==> src/hdl/dptl_regs.vh <==
`ifndef DPTL_REGS_VH
`define DPTL_REGS_VH

// Timebase.
`define DPTL_CLK_HZ          40000000
`define DPTL_TICK_MS         100
`define DPTL_TICK_CYC        ((`DPTL_CLK_HZ / 1000) * `DPTL_TICK_MS)

// Register byte offsets.
`define DPTL_OFS_CTRL        6'h00
`define DPTL_OFS_UV_DELAY    6'h04
`define DPTL_OFS_OUT_SEL     6'h08
`define DPTL_OFS_TERM_SEL    6'h0c
`define DPTL_OFS_STATUS      6'h10
`define DPTL_OFS_IRQ_STAT    6'h14
`define DPTL_OFS_IRQ_MASK    6'h18
`define DPTL_OFS_HOLD_FREQ   6'h1c
`define DPTL_OFS_HOLD_CURR   6'h20

// Control register bits.
`define DPTL_CTRL_FAN_WARN   0
`define DPTL_CTRL_RUN        1
`define DPTL_CTRL_STOP       2

// Undervoltage delay in 0.1 s steps.
`define DPTL_UV_DELAY_MAX    10'd600
`define DPTL_UV_DELAY_RST    10'd0

// Function select codes.
`define DPTL_SEL_W           6
`define DPTL_TERM_SEL_MAX    6'd54
`define DPTL_FN_RESET        6'd3
`define DPTL_FN_INHIBIT      6'd5
`define DPTL_FN_FAN_WARN     6'd8
`define DPTL_FN_UV_WARN      6'd11

// Status register bits.
`define DPTL_ST_RUN          0
`define DPTL_ST_PWR_EN       1
`define DPTL_ST_TRIP         2
`define DPTL_ST_INHIBIT      3
`define DPTL_ST_UV_BLOCK     4
`define DPTL_ST_FAN_WARN     5

// Interrupt bits.
`define DPTL_IRQ_W           6
`define DPTL_IRQ_FAN_TRIP    0
`define DPTL_IRQ_UV_TRIP     1
`define DPTL_IRQ_OH_TRIP     2
`define DPTL_IRQ_INHIBIT     3
`define DPTL_IRQ_FAN_WARN    4
`define DPTL_IRQ_UV_WARN     5

// Display state codes.
`define DPTL_DISP_IDLE       3'd0
`define DPTL_DISP_RUN        3'd1
`define DPTL_DISP_INHIBIT    3'd2
`define DPTL_DISP_FAN_TRIP   3'd3
`define DPTL_DISP_UV_TRIP    3'd4
`define DPTL_DISP_OH_TRIP    3'd5
`define DPTL_DISP_UV_BLOCK   3'd6

`endif

==> src/hdl/dptl_sync.v <==
`timescale 1ns/1ps
module dptl_sync #(
    parameter WIDTH = 8
) (
    // Clock and reset
    input  wire             clk_in,
    input  wire             rst_in,
    // Asynchronous levels in, synchronised levels out
    input  wire [WIDTH-1:0] d_in,
    output reg  [WIDTH-1:0] q_out
);
    reg [WIDTH-1:0] meta_q;

    always @(posedge clk_in) begin
        if (rst_in) begin
            meta_q <= {WIDTH{1'b0}};
            q_out  <= {WIDTH{1'b0}};
        end else begin
            meta_q <= d_in;
            q_out  <= meta_q;
        end
    end
endmodule // dptl_sync

==> src/hdl/dptl_timer.v <==
`timescale 1ns/1ps
module dptl_timer #(
    parameter TICK_CYCLES = 4000000
) (
    // Clock and reset
    input  wire       clk_in,
    input  wire       rst_in,
    // Condition present and delay in 0.1 s steps
    input  wire       active_in,
    input  wire [9:0] delay_in,
    // High while the condition has lasted the whole delay
    output reg        expired_out
);
    reg [31:0] div_q;
    reg [9:0]  step_q;
    wire       tick;

    assign tick = (div_q == TICK_CYCLES - 1);

    // The divider restarts with the condition so every step is a full 0.1 s.
    always @(posedge clk_in) begin
        if (rst_in || !active_in) begin
            div_q       <= 32'h0000_0000;
            step_q      <= 10'h000;
            expired_out <= 1'b0;
        end else begin
            div_q <= tick ? 32'h0000_0000 : div_q + 32'h0000_0001;
            if (tick && step_q != 10'h3ff) begin
                step_q <= step_q + 10'h001;
            end
            expired_out <= (step_q >= delay_in);
        end
    end
endmodule // dptl_timer

==> src/hdl/dptl_top.v <==
`timescale 1ns/1ps
`include "dptl_regs.vh"
module dptl_top #(
    parameter TICK_CYCLES = `DPTL_TICK_CYC
) (
    // Clock and reset
    input  wire        clk_in,
    input  wire        rst_in,
    // Avalon-MM slave
    input  wire [5:0]  avs_address_in,
    input  wire        avs_read_in,
    input  wire        avs_write_in,
    input  wire [31:0] avs_writedata_in,
    input  wire [3:0]  avs_byteenable_in,
    output reg  [31:0] avs_readdata_out,
    output reg         avs_waitrequest_out,
    // Protection inputs from pins
    input  wire        fan_err_in,
    input  wire        undervoltage_in,
    input  wire        overheat_in,
    input  wire [4:0]  term_in,
    // Operating values from the drive core
    input  wire [15:0] op_freq_in,
    input  wire [15:0] op_curr_in,
    // Drive outputs
    output reg         pwr_en_out,
    output reg         trip_out,
    output reg  [2:0]  disp_state_out,
    output reg         relay_out,
    output reg         dout_out,
    output reg         irq_out
);
    // Synchronised pins.
    wire [7:0] pins_s;
    wire       fan_s;
    wire       uv_s;
    wire       oh_s;
    wire [4:0] term_s;

    dptl_sync #(
        .WIDTH (8)
    ) u_sync (
        .clk_in (clk_in),
        .rst_in (rst_in),
        .d_in   ({overheat_in, undervoltage_in, fan_err_in, term_in}),
        .q_out  (pins_s)
    );

    assign term_s = pins_s[4:0];
    assign fan_s  = pins_s[5];
    assign uv_s   = pins_s[6];
    assign oh_s   = pins_s[7];

    // Registers.
    reg                   fan_warn_mode_q;
    reg [9:0]             uv_delay_q;
    reg [`DPTL_SEL_W-1:0] relay_sel_q;
    reg [`DPTL_SEL_W-1:0] dout_sel_q;
    reg [29:0]            term_sel_q;
    reg [`DPTL_IRQ_W-1:0] irq_stat_q;
    reg [`DPTL_IRQ_W-1:0] irq_mask_q;
    reg [15:0]            hold_freq_q;
    reg [15:0]            hold_curr_q;

    // Drive state.
    reg        run_q;
    reg        inhibit_q;
    reg        trip_fan_q;
    reg        trip_uv_q;
    reg        trip_oh_q;
    reg        rst_term_q;
    reg        fan_warn_q;
    reg        uv_warn_q;

    // Bus decode.
    wire       wr_go;
    wire       rd_go;
    wire       wr_ctrl;
    reg [31:0] rd_data;

    assign wr_go   = avs_write_in && !avs_waitrequest_out;
    assign rd_go   = avs_read_in && avs_waitrequest_out;
    assign wr_ctrl = wr_go && (avs_address_in == `DPTL_OFS_CTRL) && avs_byteenable_in[0];

    function [31:0] merge;
        input [31:0] old_v;
        input [31:0] new_v;
        input [3:0]  be;
        integer i;
        begin
            merge = old_v;
            for (i = 0; i < 4; i = i + 1) begin
                if (be[i]) begin
                    merge[i*8 +: 8] = new_v[i*8 +: 8];
                end
            end
        end
    endfunction

    // Terminal functions.
    reg        term_inhibit;
    reg        term_reset;
    reg [29:0] term_sel_d;
    reg [31:0] term_new;
    integer    t;

    always @* begin
        term_inhibit = 1'b0;
        term_reset   = 1'b0;
        term_sel_d   = term_sel_q;
        term_new     = merge({2'b00, term_sel_q}, avs_writedata_in, avs_byteenable_in);
        for (t = 0; t < 5; t = t + 1) begin
            if (term_s[t] && term_sel_q[t*6 +: 6] == `DPTL_FN_INHIBIT) begin
                term_inhibit = 1'b1;
            end
            if (term_s[t] && term_sel_q[t*6 +: 6] == `DPTL_FN_RESET) begin
                term_reset = 1'b1;
            end
            // Out of range codes leave that terminal's field unchanged.
            if (term_new[t*6 +: 6] <= `DPTL_TERM_SEL_MAX) begin
                term_sel_d[t*6 +: 6] = term_new[t*6 +: 6];
            end
        end
    end

    // Undervoltage delay timer.
    wire uv_expired;

    dptl_timer #(
        .TICK_CYCLES (TICK_CYCLES)
    ) u_uv_timer (
        .clk_in      (clk_in),
        .rst_in      (rst_in),
        .active_in   (uv_s),
        .delay_in    (uv_delay_q),
        .expired_out (uv_expired)
    );

    wire trip_any;
    wire fan_trip_ev;
    wire uv_trip_ev;
    wire oh_trip_ev;
    wire inhibit_ev;
    wire resume;
    wire pwr_en_d;
    wire [`DPTL_IRQ_W-1:0] irq_ev;
    wire [31:0] uv_delay_new;

    assign trip_any    = trip_fan_q || trip_uv_q || trip_oh_q;
    assign fan_trip_ev = fan_s && !fan_warn_mode_q && !trip_fan_q;
    assign uv_trip_ev  = uv_expired && !trip_uv_q;
    assign oh_trip_ev  = oh_s && !trip_oh_q;
    assign inhibit_ev  = term_inhibit && run_q && !inhibit_q;
    assign resume      = wr_ctrl && avs_writedata_in[`DPTL_CTRL_RUN] && !term_inhibit;
    assign uv_delay_new = merge({22'h0, uv_delay_q}, avs_writedata_in, avs_byteenable_in);
    // Undervoltage blocks at once, before the trip is declared.
    assign pwr_en_d    = run_q && !trip_any && !inhibit_q && !term_inhibit
                         && !uv_s && !oh_s && !(fan_s && !fan_warn_mode_q);
    assign irq_ev      = {uv_s && !uv_warn_q,
                          fan_s && fan_warn_mode_q && !fan_warn_q,
                          inhibit_ev, oh_trip_ev, uv_trip_ev, fan_trip_ev};

    // Register writes and protection state.
    always @(posedge clk_in) begin
        if (rst_in) begin
            fan_warn_mode_q <= 1'b0;
            uv_delay_q      <= `DPTL_UV_DELAY_RST;
            relay_sel_q     <= 6'h00;
            dout_sel_q      <= 6'h00;
            term_sel_q      <= 30'h0;
            irq_mask_q      <= 6'h00;
            irq_stat_q      <= 6'h00;
            hold_freq_q     <= 16'h0000;
            hold_curr_q     <= 16'h0000;
            run_q           <= 1'b0;
            inhibit_q       <= 1'b0;
            trip_fan_q      <= 1'b0;
            trip_uv_q       <= 1'b0;
            trip_oh_q       <= 1'b0;
            rst_term_q      <= 1'b0;
            fan_warn_q      <= 1'b0;
            uv_warn_q       <= 1'b0;
        end else begin
            rst_term_q <= term_reset;
            fan_warn_q <= fan_s && fan_warn_mode_q;
            uv_warn_q  <= uv_s;
            if (wr_go) begin
                if (avs_address_in == `DPTL_OFS_CTRL && avs_byteenable_in[0]) begin
                    fan_warn_mode_q <= avs_writedata_in[`DPTL_CTRL_FAN_WARN];
                end else if (avs_address_in == `DPTL_OFS_UV_DELAY) begin
                    // Settings beyond 60 s saturate at the maximum.
                    if (uv_delay_new > {22'h0, `DPTL_UV_DELAY_MAX}) begin
                        uv_delay_q <= `DPTL_UV_DELAY_MAX;
                    end else begin
                        uv_delay_q <= uv_delay_new[9:0];
                    end
                end else if (avs_address_in == `DPTL_OFS_OUT_SEL) begin
                    if (avs_byteenable_in[0]) begin
                        relay_sel_q <= avs_writedata_in[5:0];
                    end
                    if (avs_byteenable_in[1]) begin
                        dout_sel_q <= avs_writedata_in[13:8];
                    end
                end else if (avs_address_in == `DPTL_OFS_TERM_SEL) begin
                    term_sel_q <= term_sel_d;
                end else if (avs_address_in == `DPTL_OFS_IRQ_MASK && avs_byteenable_in[0]) begin
                    irq_mask_q <= avs_writedata_in[`DPTL_IRQ_W-1:0];
                end
            end
            // A new event wins over a write-one clear in the same cycle.
            if (wr_go && avs_address_in == `DPTL_OFS_IRQ_STAT && avs_byteenable_in[0]) begin
                irq_stat_q <= (irq_stat_q & ~avs_writedata_in[`DPTL_IRQ_W-1:0]) | irq_ev;
            end else begin
                irq_stat_q <= irq_stat_q | irq_ev;
            end

            // Trip latches; reset terminal edge clears them unless the cause persists.
            if (term_reset && !rst_term_q) begin
                trip_fan_q <= fan_s && !fan_warn_mode_q;
                trip_uv_q  <= uv_expired;
                trip_oh_q  <= oh_s;
            end else begin
                trip_fan_q <= trip_fan_q || fan_trip_ev;
                trip_uv_q  <= trip_uv_q || uv_trip_ev;
                trip_oh_q  <= trip_oh_q || oh_trip_ev;
            end

            if (inhibit_ev) begin
                inhibit_q   <= 1'b1;
                hold_freq_q <= op_freq_in;
                hold_curr_q <= op_curr_in;
            end else if (resume) begin
                inhibit_q <= 1'b0;
            end

            // Run needs a fresh command after any trip or inhibit.
            if (trip_any || fan_trip_ev || uv_trip_ev || oh_trip_ev || inhibit_ev) begin
                run_q <= 1'b0;
            end else if (wr_ctrl && avs_writedata_in[`DPTL_CTRL_STOP]) begin
                run_q <= 1'b0;
            end else if (resume) begin
                run_q <= 1'b1;
            end
        end
    end

    // Read mux.
    always @* begin
        rd_data = 32'h0000_0000;
        if (avs_address_in == `DPTL_OFS_CTRL) begin
            rd_data[`DPTL_CTRL_FAN_WARN] = fan_warn_mode_q;
        end else if (avs_address_in == `DPTL_OFS_UV_DELAY) begin
            rd_data[9:0] = uv_delay_q;
        end else if (avs_address_in == `DPTL_OFS_OUT_SEL) begin
            rd_data[5:0]  = relay_sel_q;
            rd_data[13:8] = dout_sel_q;
        end else if (avs_address_in == `DPTL_OFS_TERM_SEL) begin
            rd_data[29:0] = term_sel_q;
        end else if (avs_address_in == `DPTL_OFS_STATUS) begin
            rd_data[`DPTL_ST_RUN]      = run_q;
            rd_data[`DPTL_ST_PWR_EN]   = pwr_en_out;
            rd_data[`DPTL_ST_TRIP]     = trip_any;
            rd_data[`DPTL_ST_INHIBIT]  = inhibit_q;
            rd_data[`DPTL_ST_UV_BLOCK] = uv_s;
            rd_data[`DPTL_ST_FAN_WARN] = fan_warn_q;
        end else if (avs_address_in == `DPTL_OFS_IRQ_STAT) begin
            rd_data[`DPTL_IRQ_W-1:0] = irq_stat_q;
        end else if (avs_address_in == `DPTL_OFS_IRQ_MASK) begin
            rd_data[`DPTL_IRQ_W-1:0] = irq_mask_q;
        end else if (avs_address_in == `DPTL_OFS_HOLD_FREQ) begin
            rd_data[15:0] = hold_freq_q;
        end else if (avs_address_in == `DPTL_OFS_HOLD_CURR) begin
            rd_data[15:0] = hold_curr_q;
        end
    end

    // Every access waits exactly one cycle so read data can be registered.
    always @(posedge clk_in) begin
        if (rst_in) begin
            avs_waitrequest_out <= 1'b1;
            avs_readdata_out    <= 32'h0000_0000;
        end else begin
            avs_waitrequest_out <= !((avs_read_in || avs_write_in) && avs_waitrequest_out);
            if (rd_go) begin
                avs_readdata_out <= rd_data;
            end
        end
    end

    // Output stage.
    always @(posedge clk_in) begin
        if (rst_in) begin
            pwr_en_out     <= 1'b0;
            trip_out       <= 1'b0;
            disp_state_out <= `DPTL_DISP_IDLE;
            relay_out      <= 1'b0;
            dout_out       <= 1'b0;
            irq_out        <= 1'b0;
        end else begin
            pwr_en_out <= pwr_en_d;
            trip_out   <= trip_any;
            relay_out  <= (relay_sel_q == `DPTL_FN_FAN_WARN && fan_s && fan_warn_mode_q)
                       || (relay_sel_q == `DPTL_FN_UV_WARN && uv_s);
            dout_out   <= (dout_sel_q == `DPTL_FN_FAN_WARN && fan_s && fan_warn_mode_q)
                       || (dout_sel_q == `DPTL_FN_UV_WARN && uv_s);
            irq_out    <= |(irq_stat_q & irq_mask_q);
            if (trip_oh_q) begin
                disp_state_out <= `DPTL_DISP_OH_TRIP;
            end else if (trip_fan_q) begin
                disp_state_out <= `DPTL_DISP_FAN_TRIP;
            end else if (trip_uv_q) begin
                disp_state_out <= `DPTL_DISP_UV_TRIP;
            end else if (uv_s) begin
                disp_state_out <= `DPTL_DISP_UV_BLOCK;
            end else if (inhibit_q) begin
                disp_state_out <= `DPTL_DISP_INHIBIT;
            end else if (run_q) begin
                disp_state_out <= `DPTL_DISP_RUN;
            end else begin
                disp_state_out <= `DPTL_DISP_IDLE;
            end
        end
    end
endmodule // dptl_top

==> config.mk <==
export PLATFORM = sky130hd
export DESIGN_NAME = dptl_top
export DESIGN_NICKNAME = d
export VERILOG_FILES = /design/src/hdl/dptl_sync.v /design/src/hdl/dptl_timer.v /design/src/hdl/dptl_top.v
export VERILOG_INCLUDE_DIRS = /design/src /design/src/hdl
export SDC_FILE = /design/constraint.sdc
export NUM_CORES = 1
export LEC_CHECK = 0
export ABC_AREA = 0
export BUFFER_PORTS_ARGS = -buffer_cell sky130_fd_sc_hd__buf_4
export CORE_ASPECT_RATIO = 0.6
export CORE_MARGIN = 5
export CORE_UTILIZATION = 32
export DETAILED_ROUTE_END_ITERATION = 8
export HOLD_SLACK_MARGIN = 0.06
export PLACE_DENSITY_LB_ADDON = 0.12
export SYNTH_ARGS = -nofsm -noshare
export SYNTH_HDL_FRONTEND = slang
export SYNTH_SLANG_ARGS = --single-unit
==> constraint.sdc <==
create_clock -name clk_in -period 2.45 [get_ports clk_in]
set_input_delay 0.245 -clock clk_in [delete_from_list [all_inputs] [get_ports clk_in]]
set_output_delay 0.245 -clock clk_in [all_outputs]
set_load 0.005 [all_outputs]
[Word level (Yosys, flattened, before mapping)]
Cells that the tools add are included.
Word-level totals
  bits in registers: 203
  input port bits: 86
  output and inout bits: 41
  logic and storage cells: 222
Cells by class
  $add $sub $neg: 2
  order comparisons: 7
  equal/unequal tests: 24
  muxes and demuxes: 56
  bitwise logic cells: 9
  reductions and logical operators: 89
Operator list (count)
  2-to-1 mux 16 bit: 11
  2-to-1 mux 8 bit: 7
  2-to-1 mux 10 bit: 5
  logical AND 1 bit: 45
  2-to-1 mux 6 bit: 7
  == test 6 x 3 -> 1 bit (second input constant): 6
  == test 6 x 4 -> 1 bit (second input constant): 6
  AND reduction 6 bit: 6
  adder 32 x 1 -> 32 bit (second input constant): 1
  == test 32 x 22 -> 1 bit (second input constant): 1
  > comparator 32 x 10 -> 1 bit (second input constant): 1
  == test 6 x 2 -> 1 bit (second input constant): 5
  less-or-equal comparator 6 bit (second input constant): 5
  2-to-1 mux 29 bit: 1
  == test 6 x 5 -> 1 bit (second input constant): 4
  2-to-1 mux 20 bit: 1
  2-to-1 mux 1 bit: 17
  zero test 1 bit: 15
  2-to-1 mux 14 bit: 1
  logical OR 1 bit: 13
  bitwise AND 6 bit: 2
  2-to-1 mux 3 bit: 4
  OR 6 bit: 2
  adder 10 x 1 -> 10 bit (second input constant): 1
  14 further kinds: 20

[Longest topological paths before layout]
  depth in word-level cells: 17
  gate-level depth with buffers: 8
  depth with buffers taken out: 7

[Hierarchy]
From an unflattened synthesis, not the netlist that was laid out.
Unflattened totals
  cell total of the unflattened synthesis: 1051
  area, all modules: 9301.4 µm²
Modules (own cells, without submodules)
  dptl_top: times used 1, cells an instance 757, area an instance 6570.1 µm², seq. area each 2882.8 µm²
  dptl_timer: times used 1, cells an instance 261, area an instance 2267.2 µm², seq. area each 860.8 µm²
  dptl_sync: times used 1, cells an instance 33, area an instance 464.2 µm², seq. area each 320.3 µm²

[Worst setup path after synthesis]
Ideal clock, no wire load.
  path kind: flip-flop to flip-flop
  start: register u_uv_timer.div_q[0]
  end: register u_uv_timer.step_q[5]
  setup time: 0.071 ns
  arrival time: 2.232 ns
  data required time: 2.379 ns
  slack: 0.148 ns
  cell stages (with the launch flop): 8
  buffers on the path: 1
  period minus slack after synthesis: 2.302 ns
  cells stage by stage: dfxtp_1 -> ha_1 -> nand2_1 -> or3_1 -> or4b_1 -> buf_2 -> or4_1 -> a21oi_1
On the way
  longest elaborated chain between the ends: 2
Ends and longest elaborated chain
  start, declared: line dptl_timer.v:14  | reg [31:0] div_q;
  start signal, assigned: line dptl_timer.v:27  | div_q <= tick ? 32'h0000_0000 : div_q + 32'h0000_0001;
  == test 32 x 22 -> 1 bit: line dptl_timer.v:18  | assign tick = (div_q == TICK_CYCLES - 1);
  logical AND 1 bit: line dptl_timer.v:28  | if (tick && step_q != 10'h3ff) begin
  end signal, assigned: line dptl_timer.v:29  | step_q <= step_q + 10'h001;
  end, declared: line dptl_timer.v:15  | reg [9:0] step_q;
Every way passes these cells.
A chain may end at the register's enable or synchronous reset.

[Worst setup path after layout]
Ends and elaborated chain as after synthesis.

==> reports/results.txt <==
outcome: finished, final reports clean
Final Util: 43.7%
main area contributors after synthesis: dfxtp_1, mux2i_1, nand2_1
setup TNS: 0 ns
core region area: 28600 um2
number of diodes: 0
Slew Viols, Final: 0
RD Place Congestion: 0.821
Layout area overhead: 35.3%
# nets final: 1399
max-cap violation count: 0
most frequent cells in the layout: dfxtp_1, buf_4, nand2_1, nor2_1, mux2i_1
Post-Synthesis Cells: 1070
PwrDens: 601 nW/um2
Seq cells post-synth: 203
fmax: 0.428 GHz
largest buffer count on any clock path: 3
Pleak: 4.66 nW
number of synthesized flops with an enable pin: 0
CTS sink cnt: 203
Iteration-0 DRC Markers: 846
clock buffer count from CTS: 22
iteration count of the initial detailed-routing pass: 5
Peak VDD IR: 381 uV
antenna violations before repair: 0
worst skew pair latency: 0.52 ns
library cells used by synthesis: 69
Worst-Margin Slew: 0.888 ns
pin count of the biggest net entering global routing: 100
Mapped Avg Cell Area: 8.63 um2
Fin Clk Skew: 0.0152 ns
Synth Cell Area: 9240 um2
Setup-failing EPs final: 0
vias in the first global route: 8421
Top-Level Pins: 127
Worst Setup End Kind: flop
drt via density: 5.14
Hold Crit Class: input port to flop
final hold viol count: 0
fin crit share: 95.3%
share of cells above drive strength 1: 19.5%
CP required: 2.90 ns
total gr overflow: 0
drt drc: 0
DIE HEIGHT: 142 um
Post-Route WL: 30200 um
first-pass GRT wire length: 47700 um
commonest non-fill, non-tap cell in the layout: dfxtp_1
clock-pin slew on the worst setup and hold paths: 0.06 ns
number of synthesis warnings: 0
top cell type by total area after synthesis: dfxtp_1
Initial Util: 32.3%
CP max FO: 13
kind of critical path: flop to flop
clk root buf: clkbuf_16
row cnt: 48
sequential-to-total area share from yosys stat: 44.0%
crit path DAT: 2.78 ns
GRT Resource Usage Total: 18.1%
final HPWL from detailed placement: 21700 um
share of flip-flops with an asynchronous set or reset: 0%
vias post-DR: 8679
startpoint types: flop
Final min period: 2.33 ns
IO Port Bufs: 124
slew margin rel.: 40.3%
CTS tree: done
top-area cell type share of the netlist area: 44.0%
H-tree levels: 1
die footprint: 32500 um2
Avg WL per Cell: 17.9 um
main flop type after synthesis: dfxtp_1
post-route ant nets: 0
die width: 229 um
-- area by class of cell --
class | count | area [um2]
flip-flops and latches | 203 | 4060
inverters | 26 | 97.6
repair buffers | 267 | 2230
well taps | 375 | 469
multi-input cells | 781 | 4860
fillers | 2886 | 16100
clock buffers | 33 | 673
clock inverters | 5 | 100
-- sequential cells by signal, summed over array words and instances, names as in the netlist, 3 cells and up --
signal and count:
avs_readdata_out 30, disp_state_out 3, dout_sel_q 6, hold_curr_q 16, hold_freq_q 16, irq_mask_q 6
irq_stat_q 6, relay_sel_q 6, term_sel_q 30, u_sync.meta_q 8, u_sync.q_out 8, u_uv_timer.div_q 32
u_uv_timer.step_q 10, uv_delay_q 10
-- through the flow --
step | cells | hold slack, ns | setup slack, ns | instance area (um2) | power (mW)
final | 1690 | 0.187 | 0.116 | 12500 | 7.52
after global placement | 1576 | 0.424 | 0.0932 | 11000 | 3.90
after global routing | 1690 | 0.195 | -0.00127 | 12500 | 7.79
after CTS | 1688 | 0.0609 | 0.0891 | 12500 | 7.61
after detailed placement | 1576 | 0.428 | 0.0469 | 11000 | 3.89
after floorplan | 1071 | 0.361 | 0.148 | 9240 | 3.63
-- final timing paths --
path                             start  slack [ns]  cells past startpoint                    to
setup / recovery   u_uv_timer.div_q[0]        0.12                      7  u_uv_timer.step_q[5]
hold / removal    avs_byteenable_in[1]        0.19                      3         uv_delay_q[9]
setup reg to reg   u_uv_timer.div_q[0]        0.12                      7  u_uv_timer.step_q[5]
hold reg to reg       u_sync.meta_q[2]        0.43                      1       u_sync.q_out[2]
-- power by group --
group	switching, mW	internal (mW)	total, mW	leakage (nW)
clock network	1.39	2.20	3.60	0.382
logic	0.298	0.274	0.573	2.64
registers	0.0196	3.33	3.35	1.64
total	1.71	5.81	7.52	4.66
-- Yosys cell counts, types with 5 or more instances --
cell type	number
ha_1	12
a21o_1	9
nor3_1	16
a211oi_1	6
nor4_1	15
a221o_1	5
or4_1	7
a21oi_1	65
dfxtp_1	203
o221a_2	10
nor2b_1	22
nand3_1	42
a22oi_1	12
o32ai_1	6
xnor2_1	8
nand2_1	153
or3_1	9
and3_1	10
xor2_1	20
o21ai_0	36
nand4_1	19
inv_1	26
o211ai_1	7
and2_1	6
o31ai_1	6
buf_4	5
and4_1	5
nor2_1	101
clkbuf_1	47
buf_1	7
nor4b_1	10
nand2b_1	7
mux2i_1	79
a31oi_1	13
-- critical path, cell delays in order, from the launching register on --
cell,delay (ns)
dfxtp_1,0.33
ha_1,0.16
nand2_1,0.07
or3_4,0.39
or4b_1,0.54
buf_6,0.16
or4_1,0.47
a21oi_1,0.14
-- layer usage --
| layer | wire [um] | global-route usage, % | vias to the layer above | part of all wire [%] |
|---|---|---|---|---|
| li1 | - | - | 4306 | - |
| met1 | 16300 | 29.2 | 4118 | 54 |
| met2 | 11600 | 24.5 | 219 | 38 |
| met3 | 1810 | 3.74 | 36 | 6.0 |
| met4 | 488 | 3.00 | 0 | 1.6 |
| met5 | 0 | 0 | - | 0 |
-- logic make-up after synthesis --
logic type               count (synthesis)  synth area share (%)
AND/OR/NAND/NOR                        448                  23.8
AO/OA/AOI/OAI                          210                  15.2
flip-flops                             203                  44.0
buffers and inverters                   87                  3.76
multiplexers                            81                  8.92
XOR/XNOR                                28                  2.65
adder cells (fa/ha/maj)                 12                  1.63
other                                    1                0.0406
-- repair_timing --
item,in CTS,in global routing
endpoints found under the hold margin,94,1
setup buffers,0,1
gates resized for setup,0,3
endpoints found under the setup margin,0,4
hold buffers,74,1
(Power assumes the default switching activity.)
